$ cat src/logic/twcr_pkg.sv
// constants and types shared by the transceiver and wake configuration register bank
package twcr_pkg;

  // -------------------------------------------------------------------------
  // serial frame layout
  // -------------------------------------------------------------------------
  localparam int unsigned TWCR_FRAME_BITS = 16;
  localparam int unsigned TWCR_ADDR_BITS  = 7;
  localparam int unsigned TWCR_DATA_BITS  = 8;
  localparam logic [4:0]  TWCR_CNT_ADDR   = 5'h08;
  localparam logic [4:0]  TWCR_CNT_FRAME  = 5'h10;

  // -------------------------------------------------------------------------
  // register addresses, reset values and implemented-bit masks
  // -------------------------------------------------------------------------
  localparam logic [6:0] TWCR_ADDR_PRIMARY   = 7'h04;
  localparam logic [6:0] TWCR_ADDR_SECONDARY = 7'h05;
  localparam logic [6:0] TWCR_ADDR_INT_WAKE  = 7'h06;
  localparam logic [6:0] TWCR_ADDR_EXT_WAKE  = 7'h07;

  localparam logic [7:0] TWCR_PRIMARY_RST   = 8'h20;
  localparam logic [7:0] TWCR_SECONDARY_RST = 8'h00;
  localparam logic [7:0] TWCR_INT_WAKE_RST  = 8'h00;
  localparam logic [7:0] TWCR_EXT_WAKE_RST  = 8'h07;

  localparam logic [7:0] TWCR_PRIMARY_MASK   = 8'hfb;
  localparam logic [7:0] TWCR_SECONDARY_MASK = 8'h23;
  localparam logic [7:0] TWCR_INT_WAKE_MASK  = 8'hc4;
  localparam logic [7:0] TWCR_EXT_WAKE_MASK  = 8'ha7;

  // -------------------------------------------------------------------------
  // field positions
  // -------------------------------------------------------------------------
  localparam int unsigned TWCR_PRI_FLASH_BIT   = 7;
  localparam int unsigned TWCR_PRI_LOWSLP_BIT  = 6;
  localparam int unsigned TWCR_PRI_TXDTO_BIT   = 5;
  localparam int unsigned TWCR_PRI_FIRST_LIN_MODE_LSB    = 3;
  localparam int unsigned TWCR_PRI_CAN_LSB     = 0;
  localparam int unsigned TWCR_SEC_PEAK_BIT    = 5;
  localparam int unsigned TWCR_SEC_SECOND_LIN_MODE_LSB    = 0;
  localparam int unsigned TWCR_INT_TMR2_BIT    = 7;
  localparam int unsigned TWCR_INT_TMR1_BIT    = 6;
  localparam int unsigned TWCR_INT_WDSTOP_BIT  = 2;
  localparam int unsigned TWCR_EXT_GLOBAL_BIT  = 7;
  localparam int unsigned TWCR_EXT_MEAS_BIT    = 5;

  // transceiver mode codes
  localparam logic [1:0] TWCR_TRX_OFF    = 2'h0;
  localparam logic [1:0] TWCR_TRX_WAKE   = 2'h1;
  localparam logic [1:0] TWCR_TRX_RXONLY = 2'h2;
  localparam logic [1:0] TWCR_TRX_NORMAL = 2'h3;

  // value forced into the external wake enables on fail-safe entry
  localparam logic [2:0] TWCR_FAIL_WAKE_EN = 3'h7;

  // operating mode of the chip, driven by the main state machine
  typedef enum logic [2:0] {
    TWCR_SBC_INIT,
    TWCR_SBC_NORMAL,
    TWCR_SBC_STOP,
    TWCR_SBC_SLEEP,
    TWCR_SBC_RESTART,
    TWCR_SBC_FAILSAFE
  } twcr_sbc_t;

endpackage : twcr_pkg

$ cat src/logic/twcr_spi_frame.sv
// serial port frame receiver: synchronises the pins and assembles 16-bit frames
`timescale 1ns/1ps
module twcr_spi_frame
  import twcr_pkg::*;
(
  input  wire logic                      i_ref_clk,
  input  wire logic                      i_rst,
  input  wire logic                      i_sclk,
  input  wire logic                      i_chip_select_low,
  input  wire logic                      i_sdi,
  input  wire logic [TWCR_DATA_BITS-1:0] i_rdata,
  output logic      [TWCR_ADDR_BITS-1:0] o_rd_addr,
  output logic                           o_sdo,
  output logic                           o_sdo_en,
  output logic                           o_frame_done,
  output logic                           o_frame_error,
  output logic                           o_frame_write,
  output logic      [TWCR_ADDR_BITS-1:0] o_frame_addr,
  output logic      [TWCR_DATA_BITS-1:0] o_frame_data
);

  // -------------------------------------------------------------------------
  // pin synchronisers: bit 0 sclk, bit 1 chip select, bit 2 data in
  // -------------------------------------------------------------------------
  logic [2:0] pin_raw;
  logic [2:0] sync1_q;
  logic [2:0] sync2_q;
  logic [2:0] prev_q;

  assign pin_raw = {i_sdi, i_chip_select_low, i_sclk};

  for (genvar g = 0; g < 3; g++) begin : g_sync
    always_ff @(posedge i_ref_clk or posedge i_rst) begin
      if (i_rst) begin
        sync1_q[g] <= (g == 1);
        sync2_q[g] <= (g == 1);
        prev_q[g]  <= (g == 1);
      end else begin
        sync1_q[g] <= pin_raw[g];
        sync2_q[g] <= sync1_q[g];
        prev_q[g]  <= sync2_q[g];
      end
    end
  end

  wire sclk_rise = sync2_q[0] & ~prev_q[0];
  wire sclk_fall = ~sync2_q[0] & prev_q[0];
  wire cs_fall   = ~sync2_q[1] & prev_q[1];
  wire cs_rise   = sync2_q[1] & ~prev_q[1];
  wire cs_active = ~sync2_q[1];

  // -------------------------------------------------------------------------
  // shift registers
  // -------------------------------------------------------------------------
  logic [4:0]                cnt_q;
  logic [TWCR_FRAME_BITS-1:0] shift_q;
  logic [TWCR_DATA_BITS-1:0]  out_q;

  // address is complete once eight bits are in: write flag then seven bits
  assign o_rd_addr = shift_q[TWCR_ADDR_BITS-1:0];
  assign o_sdo     = out_q[TWCR_DATA_BITS-1];

  always_ff @(posedge i_ref_clk or posedge i_rst) begin
    if (i_rst) begin
      cnt_q   <= '0;
      shift_q <= '0;
      out_q   <= '0;
    end else if (cs_fall) begin
      cnt_q <= '0;
      out_q <= '0;
    end else if (cs_active && sclk_rise) begin
      shift_q <= {shift_q[TWCR_FRAME_BITS-2:0], sync2_q[2]};
      cnt_q   <= (cnt_q == 5'h1f) ? cnt_q : cnt_q + 5'h01;
    end else if (cs_active && sclk_fall) begin
      // the addressed register leaves during the second byte
      out_q <= (cnt_q == TWCR_CNT_ADDR) ? i_rdata : {out_q[TWCR_DATA_BITS-2:0], 1'b0};
    end
  end

  // frame is acted on only when chip select returns high after exactly 16 bits
  always_ff @(posedge i_ref_clk or posedge i_rst) begin
    if (i_rst) begin
      o_sdo_en      <= 1'b0;
      o_frame_done  <= 1'b0;
      o_frame_error <= 1'b0;
      o_frame_write <= 1'b0;
      o_frame_addr  <= '0;
      o_frame_data  <= '0;
    end else begin
      o_sdo_en      <= cs_active;
      o_frame_done  <= cs_rise && (cnt_q == TWCR_CNT_FRAME);
      o_frame_error <= cs_rise && (cnt_q != TWCR_CNT_FRAME);
      o_frame_write <= shift_q[TWCR_FRAME_BITS-1];
      o_frame_addr  <= shift_q[TWCR_FRAME_BITS-2:TWCR_DATA_BITS];
      o_frame_data  <= shift_q[TWCR_DATA_BITS-1:0];
    end
  end

endmodule : twcr_spi_frame

$ cat src/logic/twcr_regs.sv
// transceiver mode and wake configuration register bank behind the serial port
`timescale 1ns/1ps
// Functional notes
// - flash bit set turns LIN slope control off for rates up to 115kBaud.
// - low-slope bit selects 10.4kBaud LIN low-slope operation.
// - time-out bit enables LIN transmit-input time-out protection.
// - first LIN mode field 4:3 codes off, wake, receive-only, normal; hardware-updatable.
// - CAN mode field 1:0 codes off, wake, receive-only, normal; hardware-updatable.
// - reserved bits always read zero whatever was written.
// - LIN option bits take effect at chip-select rise, for both LIN transceivers.
// - fail-safe entry forces wake-capable values into three registers.
// - second LIN mode field 1:0 codes off, wake, receive-only, normal; hardware-updatable.
// - peak threshold bit set selects the higher regulator peak current threshold.
// - peak threshold bit is writable only in init or normal mode.
// - in stop mode peak writes are dropped silently, no failure, no alert.
// - bit 7 of internal wake register enables second timer wake.
// - bit 6 of internal wake register enables first timer wake.
// - bit 2 disables watchdog in stop mode; hardware-updatable.
// - alert line covers wake events only, or all status when global set.
// - measurement bit masks wake inputs one and two enables.
// - in normal mode with measurement, levels of inputs one and two invalid.
// - bits 2..0 enable wake inputs three, two and one.
// - primary resets to 0x20; restart keeps 7:5, clears bit 2, loads modes.
// - secondary restart keeps peak bit, clears reserved, loads second LIN mode.
module twcr_regs
  import twcr_pkg::*;
(
  input  wire logic       i_ref_clk,
  input  wire logic       i_rst,
  input  wire logic       i_sclk,
  input  wire logic       i_chip_select_low,
  input  wire logic       i_sdi,
  output logic            o_sdo,
  output logic            o_sdo_en,
  input  wire twcr_sbc_t  i_sbc_state,
  input  wire logic       i_soft_reset,
  input  wire logic       i_restart,
  input  wire logic       i_failsafe_entry,
  input  wire logic [1:0] i_restart_can_mode,
  input  wire logic [1:0] i_restart_first_lin_mode,
  input  wire logic [1:0] i_restart_second_lin_mode,
  input  wire logic       i_hw_can_mode_we,
  input  wire logic [1:0] i_hw_can_mode,
  input  wire logic       i_hw_first_lin_we,
  input  wire logic [1:0] i_hw_first_lin_mode,
  input  wire logic       i_hw_second_lin_we,
  input  wire logic [1:0] i_hw_second_lin_mode,
  input  wire logic       i_hw_wd_stop_we,
  input  wire logic       i_hw_wd_stop_val,
  input  wire logic       i_wake_event,
  input  wire logic       i_status_event,
  output logic            o_lin_slope_off,
  output logic            o_low_slope_select,
  output logic            o_transmit_timeout_enable,
  output logic [1:0]      o_can_mode,
  output logic [1:0]      o_first_lin_mode,
  output logic [1:0]      o_second_lin_mode,
  output logic            o_peak_current_threshold_select,
  output logic            o_second_timer_wake_enable,
  output logic            o_first_timer_wake_enable,
  output logic            o_watchdog_stop_disable_hi,
  output logic            o_int_global,
  output logic            o_measurement_active,
  output logic [2:0]      o_wake_enable,
  output logic [1:0]      o_wake_level_valid,
  output logic            o_alert,
  output logic            o_spi_fail
);

  // -------------------------------------------------------------------------
  // serial front end
  // -------------------------------------------------------------------------
  logic [6:0] rd_addr;
  logic [7:0] rd_data;
  logic       frame_done;
  logic       frame_error;
  logic       frame_write;
  logic [6:0] frame_addr;
  logic [7:0] frame_data;

  twcr_spi_frame u_frame (
    .i_ref_clk         (i_ref_clk),
    .i_rst             (i_rst),
    .i_sclk            (i_sclk),
    .i_chip_select_low (i_chip_select_low),
    .i_sdi             (i_sdi),
    .i_rdata           (rd_data),
    .o_rd_addr         (rd_addr),
    .o_sdo             (o_sdo),
    .o_sdo_en          (o_sdo_en),
    .o_frame_done      (frame_done),
    .o_frame_error     (frame_error),
    .o_frame_write     (frame_write),
    .o_frame_addr      (frame_addr),
    .o_frame_data      (frame_data)
  );

  // -------------------------------------------------------------------------
  // register storage
  // -------------------------------------------------------------------------
  logic [7:0] pri_q;
  logic [7:0] pri_d;
  logic [7:0] sec_q;
  logic [7:0] sec_d;
  logic [7:0] iwk_q;
  logic [7:0] iwk_d;
  logic [7:0] ewk_q;
  logic [7:0] ewk_d;

  // writes land on the chip-select rise, so LIN options switch together then
  wire wr_any = frame_done & frame_write;
  wire wr_pri = wr_any & (frame_addr == TWCR_ADDR_PRIMARY);
  wire wr_sec = wr_any & (frame_addr == TWCR_ADDR_SECONDARY);
  wire wr_iwk = wr_any & (frame_addr == TWCR_ADDR_INT_WAKE);
  wire wr_ewk = wr_any & (frame_addr == TWCR_ADDR_EXT_WAKE);

  // stop mode turns the peak bit read-only without flagging the frame
  wire peak_writable = (i_sbc_state == TWCR_SBC_INIT) ||
                       (i_sbc_state == TWCR_SBC_NORMAL);
  wire peak_new = peak_writable ? frame_data[TWCR_SEC_PEAK_BIT]
                                : sec_q[TWCR_SEC_PEAK_BIT];

  // read mux; stored reserved bits are always zero, unmapped reads give zero
  assign rd_data = (rd_addr == TWCR_ADDR_PRIMARY)   ? pri_q :
                   (rd_addr == TWCR_ADDR_SECONDARY) ? sec_q :
                   (rd_addr == TWCR_ADDR_INT_WAKE)  ? iwk_q :
                   (rd_addr == TWCR_ADDR_EXT_WAKE)  ? ewk_q : 8'h00;

  // priority: soft reset, fail-safe, restart, then host write overlaid by hardware
  always_comb begin
    pri_d = pri_q;
    if (i_soft_reset) begin
      pri_d = TWCR_PRIMARY_RST;
    end else if (i_failsafe_entry) begin
      pri_d = {pri_q[7:5], TWCR_TRX_WAKE, 1'b0, TWCR_TRX_WAKE};
    end else if (i_restart) begin
      pri_d = {pri_q[7:5], i_restart_first_lin_mode, 1'b0, i_restart_can_mode};
    end else begin
      if (wr_pri) begin
        pri_d = frame_data & TWCR_PRIMARY_MASK;
      end
      if (i_hw_can_mode_we) begin
        pri_d[TWCR_PRI_CAN_LSB +: 2] = i_hw_can_mode;
      end
      if (i_hw_first_lin_we) begin
        pri_d[TWCR_PRI_FIRST_LIN_MODE_LSB +: 2] = i_hw_first_lin_mode;
      end
    end
  end

  always_comb begin
    sec_d = sec_q;
    if (i_soft_reset) begin
      sec_d = TWCR_SECONDARY_RST;
    end else if (i_failsafe_entry) begin
      sec_d = {6'h00, TWCR_TRX_WAKE};
    end else if (i_restart) begin
      sec_d = {2'h0, sec_q[TWCR_SEC_PEAK_BIT], 3'h0, i_restart_second_lin_mode};
    end else begin
      if (wr_sec) begin
        sec_d = {2'h0, peak_new, 3'h0, frame_data[TWCR_SEC_SECOND_LIN_MODE_LSB +: 2]};
      end
      if (i_hw_second_lin_we) begin
        sec_d[TWCR_SEC_SECOND_LIN_MODE_LSB +: 2] = i_hw_second_lin_mode;
      end
    end
  end

  always_comb begin
    iwk_d = iwk_q;
    if (i_soft_reset) begin
      iwk_d = TWCR_INT_WAKE_RST;
    end else if (i_restart) begin
      iwk_d = {iwk_q[7:6], 6'h00};
    end else begin
      if (wr_iwk) begin
        iwk_d = frame_data & TWCR_INT_WAKE_MASK;
      end
      if (i_hw_wd_stop_we) begin
        iwk_d[TWCR_INT_WDSTOP_BIT] = i_hw_wd_stop_val;
      end
    end
  end

  always_comb begin
    ewk_d = ewk_q;
    if (i_soft_reset) begin
      ewk_d = TWCR_EXT_WAKE_RST;
    end else if (i_failsafe_entry) begin
      ewk_d = {ewk_q[7], 1'b0, ewk_q[5], 2'h0, TWCR_FAIL_WAKE_EN};
    end else if (wr_ewk) begin
      ewk_d = frame_data & TWCR_EXT_WAKE_MASK;
    end
  end

  always_ff @(posedge i_ref_clk or posedge i_rst) begin
    if (i_rst) begin
      pri_q <= TWCR_PRIMARY_RST;
      sec_q <= TWCR_SECONDARY_RST;
      iwk_q <= TWCR_INT_WAKE_RST;
      ewk_q <= TWCR_EXT_WAKE_RST;
    end else begin
      pri_q <= pri_d;
      sec_q <= sec_d;
      iwk_q <= iwk_d;
      ewk_q <= ewk_d;
    end
  end

  // -------------------------------------------------------------------------
  // field outputs, straight from the register flops
  // -------------------------------------------------------------------------
  assign o_lin_slope_off                 = pri_q[TWCR_PRI_FLASH_BIT];
  assign o_low_slope_select              = pri_q[TWCR_PRI_LOWSLP_BIT];
  assign o_transmit_timeout_enable       = pri_q[TWCR_PRI_TXDTO_BIT];
  assign o_first_lin_mode                = pri_q[TWCR_PRI_FIRST_LIN_MODE_LSB +: 2];
  assign o_can_mode                      = pri_q[TWCR_PRI_CAN_LSB +: 2];
  assign o_second_lin_mode               = sec_q[TWCR_SEC_SECOND_LIN_MODE_LSB +: 2];
  assign o_peak_current_threshold_select = sec_q[TWCR_SEC_PEAK_BIT];
  assign o_second_timer_wake_enable      = iwk_q[TWCR_INT_TMR2_BIT];
  assign o_first_timer_wake_enable       = iwk_q[TWCR_INT_TMR1_BIT];
  assign o_watchdog_stop_disable_hi      = iwk_q[TWCR_INT_WDSTOP_BIT];
  assign o_int_global                    = ewk_q[TWCR_EXT_GLOBAL_BIT];

  // -------------------------------------------------------------------------
  // derived wake, measurement and alert outputs
  // -------------------------------------------------------------------------
  wire       meas_sel     = ewk_q[TWCR_EXT_MEAS_BIT];
  wire [2:0] wake_en_d    = {ewk_q[2], meas_sel ? 2'b00 : ewk_q[1:0]};
  wire       meas_act_d   = meas_sel & (i_sbc_state == TWCR_SBC_NORMAL);
  // a stop-mode peak write raises nothing; only short or long frames count as failures
  wire       alert_d      = i_wake_event |
                            (ewk_q[TWCR_EXT_GLOBAL_BIT] & (i_status_event | frame_error));

  always_ff @(posedge i_ref_clk or posedge i_rst) begin
    if (i_rst) begin
      o_wake_enable        <= TWCR_EXT_WAKE_RST[2:0];
      o_measurement_active <= 1'b0;
      o_wake_level_valid   <= 2'b11;
      o_alert              <= 1'b0;
      o_spi_fail           <= 1'b0;
    end else begin
      o_wake_enable        <= wake_en_d;
      o_measurement_active <= meas_act_d;
      o_wake_level_valid   <= {2{~meas_act_d}};
      o_alert              <= alert_d;
      o_spi_fail           <= frame_error;
    end
  end

  wire quiet = !i_soft_reset && !i_failsafe_entry && !i_restart;
endmodule : twcr_regs

$ cat config.mk
export PLATFORM = sky130hd
export DESIGN_NAME = twcr_regs
export DESIGN_NICKNAME = d
export VERILOG_FILES = /design/src/logic/twcr_pkg.sv /design/src/logic/twcr_spi_frame.sv /design/src/logic/twcr_regs.sv
export SDC_FILE = /design/constraint.sdc
export NUM_CORES = 1
export LEC_CHECK = 0
export BUFFER_PORTS_ARGS = -buffer_cell sky130_fd_sc_hd__buf_2
export CORE_ASPECT_RATIO = 0.5
export CORE_MARGIN = 1
export CORE_UTILIZATION = 40
export DETAILED_ROUTE_END_ITERATION = 16
export SYNTH_ARGS = -nofsm -noshare
export SYNTH_HDL_FRONTEND = slang
export SYNTH_SLANG_ARGS = --single-unit
$ cat constraint.sdc
create_clock -name i_ref_clk -period 4.6 [get_ports i_ref_clk]
set_input_delay 0.46 -clock i_ref_clk [delete_from_list [all_inputs] [get_ports i_ref_clk]]
set_output_delay 0.46 -clock i_ref_clk [all_outputs]
set_load 0.005 [all_outputs]
==> run metrics, run 1 <==
power per cell area=399.9 mW/mm^2; CTS tree=yes; Layout area overhead=19.65%; Slew Viols, Final=0; hold_ws=0.06589 ns; Top FF cell, synth=dfrtp_1; share of cells above drive strength 1=35.33%; Tcrit/Tclk final=47.04%; #FFs+latches synth=81; die area=0.008714 mm^2; Initial Util=41.47%; vias per inst=5.096; die span in x=131.0 um; Filler Cells Inserted=719; Site Rows=23; Die Y=66.51 um; final WL=6738 um; DP Area=0.003709 mm^2; Setup TNS=0 ns; mean post-synth cell area=13.11 um^2; clk sink count=81; Synth Instances=254; fmax=462.2 MHz; Pre-antenna DRT Iters=4; CP Launch Type=flip-flop; initial drt markers=125; Resized Gates After CTS=0; WP data required=4.80 ns; antenna cells=0; RSZ-0062 raised after global routing=no; nets=345; min-delay worst type=in2async; Design Area, Final=0.003984 mm^2; number of global-route vias before repair=2197; total setup buffers inserted after CTS=0; Routed WL per cell=15.71 um; Pleak=1.895 nW; Rel. slew slack=34.43%; drt drc=0; register area share after synthesis=61.29%; number of routed nets with antenna violations=0; GRT Total Usage=17.09%; # hold bufs at CTS=0; HPWL Detailed=4844 um; clock buffer depth=2; Tmin final=2.164 ns; Inserted Clock Buffers=9; R2R Setup Slk=2.44 ns; core box area=0.008029 mm^2; Skew-Pair Late Insertion Delay=0.33 ns; peak supply drop=0.2033 mV; clock-pin slew on the worst setup and hold paths=0.05 ns; initial antenna violation count=0; CP Data Arrival Time=2.37 ns; CP Capture Type=flip-flop; Setup-failing EPs final=0; kind of critical path=reg2reg; Root Buffer=clkbuf_16; max cap viols=0; Yosys cell types=52; detailed-route via count=2186; crit path max fanout=6; Final Total Pwr=1.593 mW; share of the synthesized area in the top cell type=52.61%; cell taking the most area after synthesis=dfrtp_1; synth top area cells=dfrtp_1 53%, dfstp_2 8.7%, mux2_2 7.8%; gpl congestion=0.7983; syn_nets=287; Remaining Overflow, GRT=0; H-Tree Level Count=3; endpoints failing hold=0; Buffers on Ports=53; Ys Warns=0; outcome=finished clean; largest net degree at the start of global routing=65; clock skew=0.005153 ns; IO Pins=54; number of synthesized flops with an enable pin=0; first-pass GRT wire length=10730 um; worst slew pin tran=0.9795 ns; Mapped Area=0.003329 mm^2; asr flop ratio synth=100.0%
cells by family (layout without fill, tap and decap cells):
family	count (synthesis)	in the layout	synth area share [%]
compound gates	36	36	8.117
xor+xnor	3	3	0.7893
fa+ha+maj	3	3	1.128
buf+inv	14	77	1.841
flops	81	81	61.29
mux	40	40	12.89
simple gates	77	77	13.94
critical path, cell delays in order, from the launching register on:
cell,delay (ns)
dfrtp_1,0.41
ha_1,0.22
and3_1,0.18
ha_1,0.21
nor4b_2,0.56
nand4_1,0.19
xor2_1,0.20
nor2_1,0.06
layer usage:
metal / routed length [um] / up-vias / global-route usage [%]
li1: - / 1023 / -
met1: 3110 / 1087 / 21.78
met2: 3168 / 69 / 27.18
met3: 381 / 7 / 6.345
met4: 78 / 0 / 5.172
met5: 0 / - / 0
state kept, by name, indices dropped and copies added, names as in the netlist, 5 cells and up:
register	count
u_frame.shift_q	16
u_frame.o_frame_data	8
u_frame.out_q	8
pri_q	7
u_frame.o_frame_addr	7
ewk_q	5
u_frame.cnt_q	5
layout make-up:
class	instances	area [um^2]	share of cell area, %
flip-flops and latches	81	2041	51.22
multi-input cells	159	1227	30.81
repair buffers	54	272.8	6.847
clock buffers	13	260.3	6.533
well taps	112	140.1	3.518
inverters	7	27.53	0.6910
clock inverters	3	15.01	0.3769
cell usage after synthesis (2+ instances only):
master and n:
nor3_1 7, a22o_1 2, nand4_1 4, mux2_2 23, o21ai_0 8, dfstp_2 11, dfrtp_1 70, xor2_1 2
nor2b_1 6, a22oi_1 7, nand2b_1 2, mux2i_1 17, a21oi_1 5, buf_4 2, o2bb2ai_1 2, a211oi_1 3
nand3_1 4, inv_1 7, and3_1 2, clkbuf_1 3, ha_1 3, nor2_1 23, a21o_1 3, nand2_1 10
path summary, 6_finish.rpt:
check / depth (start not counted) / to / from
worst max-delay path: 7 / u_frame.cnt_q[3] / u_frame.cnt_q[0]
worst min-delay path: 2 / u_frame.sync1_q[0] / i_rst
worst max register to register: 7 / u_frame.cnt_q[3] / u_frame.cnt_q[0]
worst min register to register: 0 / u_frame.sync2_q[0] / u_frame.sync1_q[0]
max in group asynchronous: 3 / u_frame.o_frame_addr[3] / i_rst
min in group i_ref_clk: 1 / u_frame.sync1_q[1] / i_chip_select_low
where the power goes:
group | internal (mW) | switching (mW) | leakage, nW
clock | 0.392 | 0.260 | 0.139
sequential | 0.760 | 0.0573 | 1.05
combinational | 0.0639 | 0.0600 | 0.701
total | 1.22 | 0.378 | 1.90
through the flow:
stage                     util (%)  instances  worst slack (ns)
after floorplan                  -        254             2.078
after global placement       46.19        413             2.626
after detailed placement     46.19        413             2.484
after CTS                    49.62        429             2.448
after global routing         49.62        429             2.309
final                        49.62        429             2.436
cells in the final DEF, fill, tap and decap left out, types with 2 or more instances in the layout:
cell	count
a211oi_1	3
clkbuf_8	2
a21o_1	3
clkinv_2	4
clkbuf_1	2
mux2i_1	17
o2bb2ai_1	2
buf_2	53
nand3_1	4
nor3_1	7
nand4_1	4
nand2b_1	2
nor2_1	23
o21ai_0	8
mux2_2	23
a22o_1	2
ha_1	3
dfrtp_1	70
dfstp_2	11
a21oi_1	5
nor2b_1	6
xor2_1	2
clkbuf_16	9
inv_1	6
a22oi_1	7
and3_1	2
nand2_1	10
No activity file was read; power rests on OpenSTA's default activity.
==> run 2, diff against run 1 <==
==> constraint.sdc (replaced) <==
create_clock -name i_ref_clk -period 1.9 [get_ports i_ref_clk]
set_input_delay 0.19 -clock i_ref_clk [delete_from_list [all_inputs] [get_ports i_ref_clk]]
set_output_delay 0.19 -clock i_ref_clk [all_outputs]
set_load 0.005 [all_outputs]
==> run metrics, run 2 (synthesis gave the netlist of run 1 again) <==
outcome=finished clean; CP cell instances=ha_2, and3_1, ha_2, nor4b_4, buf_4, buf_4, nor2_1, a21oi_1, nor2_1; CP Launch Type=flip-flop; worst slew pin tran=0.6488 ns; GRT Total Usage=18.12%; CP max-delay cell=dfrtp_1; HPWL Detailed=5078 um; Root Buffer=clkbuf_16; min-delay worst type=in2reg; Hold EP=o_wake_level_valid[0]; peak supply drop=0.4314 mV; Layout area overhead=26.04%; Setup-failing EPs final=0; number of global-route vias before repair=2261; clock buffer depth=2; fmax=560.9 MHz; non-filler cells in the finished layout=447; CTS tree=yes; Rel. slew slack=56.66%; Die Y=66.51 um; Site Rows=23; FF-to-FF path depth=9; Top reg by flops=u_frame.shift_q; antenna cells=0; final WL=7036 um; drt drc=0; hold_ws=0.03217 ns; Filler Cells Inserted=709; crit path max fanout=5; Slew Viols, Final=0; CP Data Arrival Time=1.99 ns; CP Capture Type=flip-flop; largest net degree at the start of global routing=30; Setup TNS=0 ns; clock-pin slew on the worst setup and hold paths=0.06 ns; detailed-route via count=2267; first-pass GRT wire length=11260 um; biggest registers after layout=u_frame.shift_q x16, u_frame.o_frame_data x8, u_frame.out_q x8; Critical Path Max Stage Delay=0.39 ns; number of routed nets with antenna violations=0; Buffers on Ports=53; endpoints failing hold=0; RSZ-0062 raised after global routing=no; initial drt markers=94; clock skew=0.009511 ns; nets=363; DP Area=0.003820 mm^2; max reg flops=16; Design Area, Final=0.004197 mm^2; reg2reg end=u_frame.cnt_q[1]; Pleak=1.979 nW; max cap viols=0; Initial Util=41.47%; cell depth of the worst hold path=2; vias per inst=5.072; Remaining Overflow, GRT=0; die area=0.008714 mm^2; clk sink count=81; worst r2r src=u_frame.cnt_q[0]; dpl cells=423; Pre-antenna DRT Iters=4; power per cell area=937.1 mW/mm^2; Skew-Pair Late Insertion Delay=0.34 ns; R2R Setup Slk=0.12 ns; commonest non-fill, non-tap cell in the layout=dfrtp_1; share of cells above drive strength 1=39.70%; H-Tree Level Count=3; kind of critical path=reg2reg; Worst Hold Launch=i_sbc_state[0]; WP data required=2.10 ns; die span in x=131.0 um; IO Pins=54; Tcrit/Tclk final=93.84%; Final Total Pwr=3.933 mW; gpl congestion=0.7460; Tmin final=1.783 ns; core box area=0.008029 mm^2; Inserted Clock Buffers=9; most frequent cells in the layout=70 x dfrtp_1, 53 x buf_2, 23 x nor2_1, 23 x mux2_2, 17 x mux2i_1; Routed WL per cell=15.74 um; initial antenna violation count=0
==> run 2: through the flow <==
| stage | worst slack (ns) | util, % |
|---|---|---|
| finish | 0.1171 | 52.27 |
| global route | 0.01332 | 52.27 |
| CTS | 0.01173 | 51.89 |
| detailed placement | -0.03192 | 47.58 |
| global placement | 0.03700 | 47.58 |
| floorplan | 0.1036 | - |
==> run 2: what timing repair did <==
action                                  4_1_cts  5_1_grt
hold buffers                                  4        0
endpoints found under the setup margin        1       10
gates resized for setup                       0        8
endpoints found under the hold margin        26        0
setup buffers                                 3        1
pin swaps                                     1        4
==> run 2: worst max-delay path by stage <==
stage,startpoint,end,depth (start not counted),slack [ns]
after floorplan,u_frame.cnt_q[0],u_frame.cnt_q[3],7,0.10
after global routing,u_frame.cnt_q[0],u_frame.cnt_q[3],8,0.01
final,u_frame.cnt_q[0],u_frame.cnt_q[1],9,0.12
after detailed placement,u_frame.cnt_q[0],u_frame.cnt_q[3],7,-0.03
after global placement,u_frame.cnt_q[0],u_frame.cnt_q[3],7,0.04
after CTS,u_frame.cnt_q[0],u_frame.cnt_q[3],8,0.01
==> run 2: area by class of cell <==
class / instances / area, um^2 / area share [%]
flip-flops and latches: 81 / 2041 / 48.63
multi-input cells: 159 / 1259 / 29.99
well taps: 112 / 140.1 / 3.339
inverters: 7 / 30.03 / 0.7156
clock buffers: 12 / 256.5 / 6.112
repair buffers: 72 / 442.9 / 10.55
clock inverters: 4 / 27.53 / 0.6559
==> run 2: power by group <==
part	total, mW	internal, mW	switching (mW)
Sequential	1.97	1.84	0.136
Clock	1.62	0.953	0.662
Combinational	0.343	0.182	0.161
Total	3.93	2.97	0.958
==> run 2: per-layer routing <==
layer	wire (um)	vias to the layer above	global-route usage [%]
met5	0	-	0
met4	96	0	6.897
met3	361	9	6.024
met2	3304	54	27.98
met1	3273	1134	23.70
li1	-	1070	-
==> run 2: worst max-delay path, delay by kind of cell, from the launching register on <==
family | cells | cell delay [ns]
buffers and inverters | 2 | 0.28
adders and majority gates | 2 | 0.38
AOI/OAI and AO/OA | 1 | 0.12
DFF | 1 | 0.39
and+or+nand+nor | 4 | 0.46
==> run 3, diff against run 2 <==
--- a/config.mk
+++ b/config.mk
@@ -8,8 +8,9 @@
 export BUFFER_PORTS_ARGS = -buffer_cell sky130_fd_sc_hd__buf_2
 export CORE_ASPECT_RATIO = 0.5
 export CORE_MARGIN = 1
-export CORE_UTILIZATION = 40
+export CORE_UTILIZATION = 45
 export DETAILED_ROUTE_END_ITERATION = 16
+export PLACE_DENSITY = 0.73
 export SYNTH_ARGS = -nofsm -noshare
 export SYNTH_HDL_FRONTEND = slang
 export SYNTH_SLANG_ARGS = --single-unit
==> run metrics, run 3 (synthesis gave the netlist of run 1 again) <==
Multi-input gate area=0.001259 mm^2; fmax=551.6 MHz; met1 Usage GRT=25.62%; number of global-route vias before repair=2380; Slew Viols, Final=0; CP max-delay cell=dfrtp_1; crit path max fanout=4; HPWL Detailed=4852 um; clk sink count=81; WP data required=2.17 ns; Worst Setup Slack, final=0.08722 ns; detailed-route via count=2256; GR met3 Demand/Resource=5.931%; nets=363; Root Buffer=clkbuf_16; Sequential Area=0.002041 mm^2; CP Capture Type=flip-flop; clock buffer depth=2; max cap viols=0; largest net degree at the start of global routing=67; Layout area overhead=25.74%; initial drt markers=114; max reg flops=16; IO Pins=54; min-delay worst type=in2reg; hold_ws=0.04994 ns; CP Launch Type=flip-flop; core box area=0.006910 mm^2; Initial Util=48.18%; antenna cells=0; gpl congestion=0.8243; final WL=6810 um; biggest registers after layout=u_frame.shift_q x16, u_frame.o_frame_data x8, u_frame.out_q x8; Pleak=1.995 nW; drt drc=0; CP cell instances=inv_1, ha_1, nor4bb_4, buf_4, nand4_1, nor3_1, a21o_1; clock skew=0.006406 ns; most frequent cells in the layout=70 x dfrtp_1, 53 x buf_2, 23 x nor2_1, 23 x mux2_2, 17 x mux2i_1; Inserted Clock Buffers=9; commonest non-fill, non-tap cell in the layout=dfrtp_1; kind of critical path=reg2reg; Pre-antenna DRT Iters=4; Setup-failing EPs final=0; vias per inst=5.296; peak supply drop=0.4138 mV; outcome=finished clean; first-pass GRT wire length=11620 um; die area=0.007768 mm^2; share of cells above drive strength 1=38.62%; Die Y=62.83 um; Final Total Pwr=4.119 mW; clock-pin slew on the worst setup and hold paths=0.06 ns; Tcrit/Tclk final=95.41%; Top reg by flops=u_frame.shift_q; critical path launch point=u_frame.cnt_q[1]; number of routed nets with antenna violations=0; CTS tree=yes; power per cell area=984.0 mW/mm^2; Top Usage Layer GRT=met2; Filler Cells Inserted=544; Final Util=60.58%; CP Data Arrival Time=2.09 ns; H-Tree Level Count=3; GRT Total Usage=19.87%; Buffers on Ports=53; worst setup path end=u_frame.out_q[4]; reg2reg end=u_frame.out_q[4]; Setup TNS=0 ns; worst r2r src=u_frame.cnt_q[1]; Skew-Pair Late Insertion Delay=0.33 ns; Site Rows=21; Rel. slew slack=66.16%; FF-to-FF path depth=7; Remaining Overflow, GRT=0; Critical Path Max Stage Delay=0.40 ns; M2 GR Usage=32.15%; endpoints failing hold=0; die span in x=123.6 um; worst slew pin tran=0.5057 ns; RSZ-0062 raised after global routing=yes; Routed WL per cell=15.99 um; worst slack, placed=-0.06203 ns; initial antenna violation count=0; Tmin final=1.813 ns; R2R Setup Slk=0.09 ns
[run 3: changes by cell type in the layout (fill, tap and decap cells not counted)]
cell | previous run | this run
nor4bb_4 | 0 | 1
nor3_1 | 6 | 7
nor4bb_2 | 1 | 0
buf_4 | 13 | 14
bufinv_16 | 0 | 2
o21ai_1 | 2 | 4
o21ai_2 | 1 | 0
o21ai_0 | 6 | 5
clkbuf_1 | 1 | 2
nor3_2 | 2 | 1
clkbuf_8 | 2 | 1
buf_12 | 2 | 1
clkinvlp_4 | 4 | 1
[run 3: layout make-up]
class,count,share of cell area [%]
clock buffer,12,5.888
clock inverter,3,1.554
inverter,7,0.7173
multi-input combinational,159,30.07
sequential,81,48.74
tap,92,2.750
timing repair buffer,72,10.28
[run 3: how the worst min path moves through the flow]
stage / from / endpoint / slack (ns) / depth (start not counted)
finish: i_wake_event / o_alert / 0.05 / 2
global route: i_sbc_state[0] / o_wake_level_valid[0] / 0.05 / 2
CTS: i_wake_event / o_alert / 0.05 / 2
detailed placement: i_rst / u_frame.sync1_q[0] / 0.20 / 2
global placement: i_rst / u_frame.sync1_q[0] / 0.19 / 2
floorplan: i_chip_select_low / u_frame.sync1_q[1] / 0.19 / 0
[run 3: repair_timing]
item	4_1_cts	5_1_grt
resized for setup	3	5
pin swaps	1	1
setup buffers	3	2
endpoints found under the hold margin	15	0
setup endpoints to repair	2	12
hold buffers	4	0
[run 3: metrics by stage]
stage	cell area [um^2]	cells
finish	4187	426
global route	4187	426
floorplan	3342	254
global placement	3775	402
detailed placement	3775	402
CTS	4160	424
[run 3: report_power, final]
group	internal (mW)	leakage, nW	switching [mW]	total (mW)
sequential	1.84	1.05	0.140	1.98
combinational	0.180	0.788	0.155	0.335
clock	1.18	0.153	0.628	1.80
[run 3: routing by layer]
| layer | vias up | part of all wire (%) |
|---|---|---|
| met3 | 10 | 5.3 |
| met1 | 1129 | 45 |
| met4 | 0 | 1.3 |
| met2 | 54 | 49 |
| met5 | - | 0 |
| li1 | 1063 | - |
[run 3: critical path, delay by kind of cell (launching register included)]
family,cells,cell delay (ns)
buffers and inverters,2,0.27
DFF,1,0.40
AOI/OAI and AO/OA,1,0.15
and+or+nand+nor,3,0.76
adders and majority gates,1,0.17
